## config.mk

```make
export PLATFORM = sky130hd
export DESIGN_NAME = acc_store_shift_subtract_ops
export DESIGN_NICKNAME = d
export VERILOG_FILES = /design/src/rtl/acc_ops_pkg.sv /design/src/rtl/acc_store_shift_subtract_ops.sv /design/src/rtl/right_shifter.sv
export SDC_FILE = /design/constraint.sdc
export NUM_CORES = 1
export LEC_CHECK = 0
export BUFFER_PORTS_ARGS = -buffer_cell sky130_fd_sc_hd__buf_2
export CORE_UTILIZATION = 40
export DETAILED_ROUTE_END_ITERATION = 6
export GPL_TIMING_DRIVEN = 0
export PLACE_DENSITY = 0.69
export SYNTH_ARGS = -nofsm -noshare
export SYNTH_HDL_FRONTEND = slang
export SYNTH_SLANG_ARGS = --single-unit
```

## constraint.sdc

```tcl
create_clock -name clock -period 6.7 [get_ports clock]
set_clock_uncertainty 0.05 [all_clocks]
set_input_delay 0.335 -clock clock [delete_from_list [all_inputs] [get_ports clock]]
set_output_delay 0.335 -clock clock [all_outputs]
set_load 0.01 [all_outputs]
```

## src/rtl/acc_ops_pkg.sv

```systemverilog
// Constants, operation codes and carrier types for the accumulator store, shift and subtract group.
package acc_ops_pkg;

  // ==========================================================
  // Widths and fixed values.
  localparam int ACC_W = 32;
  localparam int WORD_W = 16;
  localparam int IDX_N = 8;
  localparam int SEL_W = 3;
  localparam int OFS_W = 7;
  localparam int ADDR_W = 16;
  localparam int IMM_W = 8;
  localparam int CNT_W = 16;
  localparam int COARSE_BIT = 4;
  localparam int FINE_LSB = 0;
  localparam int FINE_W = 4;
  localparam logic [4:0] COARSE_AMT = 5'h10;
  localparam logic [8:0] MMR_PAGE = 9'h000;
  localparam logic [3:0] WAIT_W = 4'h0;
  localparam logic [ACC_W-1:0] ACC_RST = 32'h0000_0000;
  localparam logic [WORD_W-1:0] WORD_RST = 16'h0000;
  // Cycle figures of the store-index timing.
  localparam logic [7:0] BASE_CYC = 8'h01;
  localparam logic [7:0] CONFLICT_CYC = 8'h01;
  localparam logic [7:0] EXT_CYC = 8'h02;
  localparam logic [7:0] EXT_CODE_CYC = 8'h02;

  // ==========================================================
  // Operation codes.
  typedef enum logic [2:0] {
    OP_NONE,
    OP_STORE_LOW_TO_MAPPED_REG,
    OP_STORE_INDEX_WORD,
    OP_COARSE_SHIFT,
    OP_FINE_SHIFT,
    OP_SUBTRACT_BUFFER,
    OP_SUBTRACT_BUFFER_WITH_BORROW,
    OP_INDEX_WORD_MINUS_SHORT_CONST
  } op_t;

  // ==========================================================
  // Carrier types.
  typedef struct packed {
    op_t op;
    logic [OFS_W-1:0] offset;
    logic [SEL_W-1:0] index_sel;
    logic [IMM_W-1:0] imm;
    logic [ADDR_W-1:0] data_addr;
    logic same_single_access_ram;
    logic operand_ext;
    logic code_ext;
    logic [3:0] wait_states;
  } cmd_t;

  typedef struct packed {
    logic valid;
    logic [ADDR_W-1:0] addr;
    logic [WORD_W-1:0] data;
  } mem_wr_t;

endpackage

```

## src/rtl/acc_store_shift_subtract_ops.sv

```systemverilog
// Execution logic for store, barrel shift and subtract operations on the sum and index words.
`timescale 1ns/100ps
module acc_store_shift_subtract_ops (
  // Clock and reset.
  input wire logic clock,
  input wire logic rst_n,
  // Decoded command.
  input wire logic cmd_valid,
  input wire acc_ops_pkg::cmd_t cmd,
  output logic cmd_ready,
  // Core state loads.
  input wire logic load_sum,
  input wire logic [acc_ops_pkg::ACC_W-1:0] load_sum_value,
  input wire logic load_shadow,
  input wire logic [acc_ops_pkg::ACC_W-1:0] load_shadow_value,
  input wire logic load_count,
  input wire logic [acc_ops_pkg::CNT_W-1:0] load_count_value,
  input wire logic sign_extend_flag,
  input wire logic borrow_set,
  // Pre-update index values from the indirect addressing path.
  input wire logic [acc_ops_pkg::IDX_N*acc_ops_pkg::WORD_W-1:0] index_word_bank_in,
  // Results.
  output logic [acc_ops_pkg::ACC_W-1:0] sum_r,
  output logic [acc_ops_pkg::ACC_W-1:0] sum_shadow_register_r,
  output logic [acc_ops_pkg::CNT_W-1:0] shift_count_holder_r,
  output logic borrow_out_r,
  output logic index_wr_valid_r,
  output logic [acc_ops_pkg::SEL_W-1:0] index_wr_sel_r,
  output logic [acc_ops_pkg::WORD_W-1:0] index_wr_data_r,
  output acc_ops_pkg::mem_wr_t mem_wr_r,
  output logic busy
);

  // ==========================================================
  // Helpers.

  // Selects one word of the flattened index bank.
  function automatic logic [acc_ops_pkg::WORD_W-1:0] pick_index(
    input logic [acc_ops_pkg::IDX_N*acc_ops_pkg::WORD_W-1:0] bank,
    input logic [acc_ops_pkg::SEL_W-1:0] sel
  );
    pick_index = bank[sel*acc_ops_pkg::WORD_W +: acc_ops_pkg::WORD_W];
  endfunction

  // Sum minus shadow minus an extra bit; returns the borrow in the top bit.
  function automatic logic [acc_ops_pkg::ACC_W:0] sub_borrow(
    input logic [acc_ops_pkg::ACC_W-1:0] a,
    input logic [acc_ops_pkg::ACC_W-1:0] b,
    input logic extra
  );
    sub_borrow = {1'b0, a} - {1'b0, b} - {{acc_ops_pkg::ACC_W{1'b0}}, extra};
  endfunction

  // True for the two barrel shift forms, which leave the borrow flag alone.
  function automatic logic is_shift_op(
    input acc_ops_pkg::op_t op
  );
    is_shift_op = (op == acc_ops_pkg::OP_COARSE_SHIFT) || (op == acc_ops_pkg::OP_FINE_SHIFT);
  endfunction

  // True for the two buffer subtract forms, which update both the sum and the borrow flag.
  function automatic logic is_sub_op(
    input acc_ops_pkg::op_t op
  );
    is_sub_op = (op == acc_ops_pkg::OP_SUBTRACT_BUFFER)
      || (op == acc_ops_pkg::OP_SUBTRACT_BUFFER_WITH_BORROW);
  endfunction

  // ==========================================================
  // Shifter.
  logic [4:0] shift_amt;
  logic [acc_ops_pkg::ACC_W-1:0] shifted;
  logic [acc_ops_pkg::ACC_W:0] diff;
  logic take;

  assign take = cmd_valid && cmd_ready;
  assign diff = sub_borrow(sum_r, sum_shadow_register_r,
    (cmd.op == acc_ops_pkg::OP_SUBTRACT_BUFFER_WITH_BORROW) ? ~borrow_out_r : 1'b0);

  // Amount comes from count bit 4 for the coarse form, the low nibble for the fine form.
  always_comb begin
    shift_amt = 5'h00;
    if (cmd.op == acc_ops_pkg::OP_COARSE_SHIFT) begin
      shift_amt = shift_count_holder_r[acc_ops_pkg::COARSE_BIT] ? acc_ops_pkg::COARSE_AMT : 5'h00;
    end
    if (cmd.op == acc_ops_pkg::OP_FINE_SHIFT) begin
      shift_amt = {1'b0, shift_count_holder_r[acc_ops_pkg::FINE_LSB +: acc_ops_pkg::FINE_W]};
    end
  end

  right_shifter u_shift (
    .din(sum_r),
    .amount(shift_amt),
    .sign_fill(sign_extend_flag),
    .dout(shifted)
  );

  // ==========================================================
  // Multi-cycle stall for store-index costs.
  logic [7:0] stall_r;
  logic [7:0] cost;

  // Extra cycles beyond the first for one store.
  always_comb begin
    cost = 8'h00;
    if (cmd.op == acc_ops_pkg::OP_STORE_INDEX_WORD) begin
      if (cmd.operand_ext) begin
        cost = acc_ops_pkg::EXT_CYC - acc_ops_pkg::BASE_CYC + {4'h0, cmd.wait_states};
        if (cmd.code_ext) begin
          cost = cost + acc_ops_pkg::EXT_CODE_CYC;
        end
      end else if (cmd.same_single_access_ram) begin
        cost = acc_ops_pkg::CONFLICT_CYC;
      end
    end
  end

  assign cmd_ready = (stall_r == 8'h00);
  assign busy = !cmd_ready;

  // Counts down the extra cycles of the store just taken.
  // Fixed extras are charged on every external or RAM-conflict store-index command, so a repeat controller
  // upstream must discount them to reach the run totals.
  always_ff @(posedge clock or negedge rst_n) begin
    if (!rst_n) begin
      stall_r <= 8'h00;
    end else if (take) begin
      stall_r <= cost;
    end else if (stall_r != 8'h00) begin
      stall_r <= stall_r - 8'h01;
    end
  end

  // ==========================================================
  // Sum register.
  always_ff @(posedge clock or negedge rst_n) begin
    if (!rst_n) begin
      sum_r <= acc_ops_pkg::ACC_RST;
    end else if (take && is_shift_op(cmd.op)) begin
      sum_r <= shifted;
    end else if (take && is_sub_op(cmd.op)) begin
      sum_r <= diff[acc_ops_pkg::ACC_W-1:0];
    end else if (load_sum) begin
      sum_r <= load_sum_value;
    end
  end

  // Shadow and count registers are loaded only by the core, never by these ops.
  always_ff @(posedge clock or negedge rst_n) begin
    if (!rst_n) begin
      sum_shadow_register_r <= acc_ops_pkg::ACC_RST;
      shift_count_holder_r <= acc_ops_pkg::WORD_RST;
    end else begin
      if (load_shadow) begin
        sum_shadow_register_r <= load_shadow_value;
      end
      if (load_count) begin
        shift_count_holder_r <= load_count_value;
      end
    end
  end

  // ==========================================================
  // Borrow flag; a borrow clears it, otherwise it is set.
  // A subtract outranks the core's set pulse, so the arithmetic result is never lost.
  always_ff @(posedge clock or negedge rst_n) begin
    if (!rst_n) begin
      borrow_out_r <= 1'b0;
    end else if (take && is_sub_op(cmd.op)) begin
      borrow_out_r <= ~diff[acc_ops_pkg::ACC_W];
    end else if (borrow_set) begin
      borrow_out_r <= 1'b1;
    end
  end

  // ==========================================================
  // Index write-back.
  // Select and data register every cycle; only the valid pulse qualifies them.
  always_ff @(posedge clock or negedge rst_n) begin
    if (!rst_n) begin
      index_wr_valid_r <= 1'b0;
      index_wr_sel_r <= '0;
      index_wr_data_r <= acc_ops_pkg::WORD_RST;
    end else begin
      index_wr_valid_r <= take && (cmd.op == acc_ops_pkg::OP_INDEX_WORD_MINUS_SHORT_CONST);
      index_wr_sel_r <= cmd.index_sel;
      index_wr_data_r <= pick_index(index_word_bank_in, cmd.index_sel)
        - {8'h00, cmd.imm};
    end
  end

  // ==========================================================
  // Memory writes for the two store operations.
  always_ff @(posedge clock or negedge rst_n) begin
    if (!rst_n) begin
      mem_wr_r <= '0;
    end else begin
      mem_wr_r.valid <= 1'b0;
      if (take && cmd.op == acc_ops_pkg::OP_STORE_LOW_TO_MAPPED_REG) begin
        mem_wr_r.valid <= 1'b1;
        mem_wr_r.addr <= {acc_ops_pkg::MMR_PAGE, cmd.offset};
        mem_wr_r.data <= sum_r[acc_ops_pkg::WORD_W-1:0];
      end else if (take && cmd.op == acc_ops_pkg::OP_STORE_INDEX_WORD) begin
        mem_wr_r.valid <= 1'b1;
        mem_wr_r.addr <= cmd.data_addr;
        mem_wr_r.data <= pick_index(index_word_bank_in, cmd.index_sel);
      end
    end
  end

endmodule

```

## src/rtl/right_shifter.sv

```systemverilog
// Barrel right shifter with zero or sign fill.
`timescale 1ns/100ps
module right_shifter (
  // Operand and amount.
  input wire logic [acc_ops_pkg::ACC_W-1:0] din,
  input wire logic [4:0] amount,
  input wire logic sign_fill,
  // Result.
  output logic [acc_ops_pkg::ACC_W-1:0] dout
);

  // Arithmetic shift for sign fill, logical shift for zero fill, in two separate branches.
  always_comb begin
    if (sign_fill) begin
      dout = $signed(din) >>> amount;
    end else begin
      dout = din >> amount;
    end
  end

endmodule

```

==> summary.txt <==
Logic synthesis
  – Most common cell in the synthesized netlist: dfrtp_1
  – Top cells by count, synth: dfrtp_1 (142), inv_1 (119), nand2_1 (114)
  – Number of flops mapped to enable cells by yosys: 0
  – Main combinational cell family by area after synthesis: compound AO/OA/AOI/OAI gates
  – Synth Instances: 1280
  – #FFs+latches synth: 142
  – Avg Inst Size Synth: 9.22 sq um
  – Mux cell area share after synthesis: 19.1%
  – Area leader, netlist: dfrtp_1
  – Post-Synth Simple-Gate Area: approximately an eighth
  – Net Count, Synth: 1616
  – Sequential share of the synthesized area: 30.1%
  – Largest cells by area after synthesis: dfrtp_1 (30%), mux4_2 (8.4%), ha_1 (7.7%), mux2_2 (5.2%), mux2i_1 (5.0%)
  – Post-Synthesis Cell Area: 0.0118 sq mm
  – Synth Area in Adders: 8.25%
  – Warnings, synthesis: 0
  – Post-synth top flop: dfrtp_1
  – Async set or reset register ratio after synthesis: 100%
  – Synth unique cells: between 80 and 90
  – Xor/xnor share of the synthesized area: 3.19%
  – Post-synth top area share: 30.1%
  – Post-synthesis compound-gate area fraction: 19.8%

STA
  – Final max-slew violation count: 0
  – Setup TNS: 0 ns
  – Unrepaired setup endpoints after global routing: false
  – Worst slew pin tran: 1.07 ns
  – Final hold vios: 0
  – Hold slack: between 0.04 and 0.05 ns
  – Fmax: approximately 200 MHz
  – Slew HR: 28.8%
  – Min Tclk post-route: between 4 and 5 ns
  – Fin crit share: 74.4%
  – Final setup fails: 0

Drt
  – Initial DRC count: 1008
  – Vias after detailed routing: 12000
  – Routed Antenna Nets: 0
  – Vias per cell: 5.73
  – Residual DRC: 0
  – Pre-antenna DRT Iters: 5
  – Total Wirelength: 49100 microns
  – Routed WL per cell: 23.4 microns

Placed design
  – Port Buffers: 390
  – Post-DP HPWL: 38800 microns
  – Gpl congestion: ~0.97
  – # placed instances: 2055

Critical path
  – Crit path max fanout: 10
  – CP Capture Type: register
  – Worst Setup Start Kind: input port
  – Critical Path Most Common Cell: buf_2
  – Required time worst endpoint: 6.96 ns
  – CP Class: in2reg
  – CP max stage delay: roughly 0.56 ns
  – Crit-path cells: dlygate4sd3_1, buf_2, buf_2, buf_2, buf_2, mux4_2, mux2i_1, inv_1, ha_1, nor2b_1, o21ai_0, a21boi_0, o21ai_0, a21boi_0, o21a_1, o21ai_0, nand3_1, xor2_1
  – CP delay by family, top: buffers and inverters
  – Data arrival, critical path: 5.25 ns
  – Crit-path slowest cell: mux4_2
  – Buf/Inv on CP: 6

Global routing
  – Largest net degree at the start of global routing: 78
  – Vias in the first global route: 11800
  – Initial antenna violation count: 5
  – Gr usage total: 32.5%
  – First-pass GRT wire length: around 73000 microns
  – Remaining Overflow, GRT: 0

Clock tree
  – Post-CTS Setup Inserts: 0
  – Post-CTS sizing: 0
  – CTS Buffer Depth: 2
  – Worst skew pair latency: 0.44 ns
  – CTS tree: yes
  – Clock-pin slew on the worst setup and hold paths: 0.08 ns
  – Clk sink count: 142
  – TritonCTS Buffers: 17
  – Clk root buf: clkbuf_16
  – Htree depth: 4

Worst hold path
  – Worst hold path type: in2reg

Floorplanning
  – Core ar.: 0.0289 sq mm
  – Num rows: 62
  – Die Height: between 150 and 200 microns
  – Num ports: roughly 400
  – Chip width: 174 microns
  – Die ar.: 0.0302 sq mm
  – Starting density of the core: 40.9%

Layout
  – Area growth, synth to finish: 26.2%
  – Ratio of cells with drive above 1 in the final layout: 34.6%
  – Fillers: about 2800
  – Filler-free cell count of the finished design: 2095
  – Nets: slightly above 2000

Power
  – Lkg Pwr: 7.45 nW
  – Power Density: ~220 mW/mm^2
  – Worst VDD drop: 0.000135 V

Flow run
  – Max-cap violation count: 0

Outcome
  – Status: complete, no violations
==> where the power goes <==
part,switching [W],internal [W]
clock network,0.000480,0.000508
registers,0.0000814,0.000928
logic,0.000717,0.000539
total,0.00128,0.00197
==> layer usage <==
metal | routed length, microns | GRT usage [%] | up-vias
li1 | - | - | 5485
met1 | 22400 | 46.4 | 5796
met2 | 20700 | 47.0 | 613
met3 | 4660 | 9.63 | 100
met4 | 1290 | 9.98 | 2
met5 | 13 | 0 | -
==> layout make-up <==
type                            instances  area [sq um]  area share [%]
Sequential cell                       142          3550            23.9
Antenna cell                            5          12.5          0.0840
Tap cell                              384           480            3.23
Buffer                                 74           385            2.59
Clock buffer                           18           439            2.95
Clock inverter                         14           143           0.958
Timing Repair Buffer                  394          2020            13.5
Inverter                              119           447            3.00
Multi-Input combinational cell        945          7410            49.8
==> cell families (layout without fill, tap and decap cells) <==
family,count (synthesis),after routing
AO/OA/AOI/OAI,351,351
AND/OR/NAND/NOR,314,314
buffers and inverters,193,619
multiplexers,161,161
flip-flops,142,142
adder cells (fa/ha/maj),76,76
XOR/XNOR,43,43
other,0,5
==> repair_timing <==
item / 4_1_cts / 5_1_grt
endpoints found under the setup margin: 0 / 0
hold buffers: 3 / 0
endpoints found under the hold margin: 67 / 0
==> registers in the layout, indices dropped and copies added, names as in the netlist <==
name,flops
sum_r,32
shift_count_holder_r,16
borrow_out_r,1
index_wr_sel_r,3
sum_shadow_register_r,32
index_wr_data_r,16
stall_r,8
mem_wr_r,33
index_wr_valid_r,1
==> cell usage in the layout (no fill, tap or decap), drive strengths merged, types with 10 or more instances in the layout <==
| master | n |
|---|---|
| o21ai | 70 |
| clkbuf | 59 |
| xor2 | 20 |
| o211ai | 20 |
| o22ai | 12 |
| nand3 | 18 |
| mux2i | 62 |
| nor2b | 10 |
| a221o | 12 |
| ha | 73 |
| xnor2 | 23 |
| nor2 | 95 |
| a211oi | 18 |
| mux2 | 55 |
| mux4 | 44 |
| a22oi | 16 |
| nand2 | 116 |
| inv | 129 |
| dfrtp | 142 |
| a21oi | 104 |
| nor3 | 20 |
| a31oi | 13 |
| a221oi | 10 |
| a21o | 17 |
| buf | 424 |
==> per-stage QoR <==
stage / utilization [%] / setup WS, ns / area (sq um) / power, W
after floorplan: - / 2.84 / 11800 / 0.00182
after global placement: 49.3 / 1.98 / 14200 / 0.00223
after detailed placement: 49.4 / 1.91 / 14300 / 0.00225
after CTS: 51.6 / 1.81 / 14900 / 0.00325
after global routing: 51.6 / 1.35 / 14900 / 0.00343
final: 51.6 / 1.72 / 14900 / 0.00325
==> worst paths after layout <==
| check | from | endpoint | slack, ns | cells after the start |
|---|---|---|---|---|
| worst min register to register | mem_wr_r[22] | mem_wr_r[22] | 0.42 | 2 |
| worst min-delay path | cmd[32] | index_wr_sel_r[1] | 0.04 | 1 |
| max in group asynchronous | rst_n | mem_wr_r[8] | 5.34 | 3 |
| min in group asynchronous | rst_n | sum_shadow_register_r[30] | 0.40 | 2 |
| worst max register to register | borrow_out_r | borrow_out_r | 2.48 | 15 |
| worst max-delay path | cmd[31] | index_wr_data_r[11] | 1.72 | 18 |
Power figures use the tool's default switching activity.
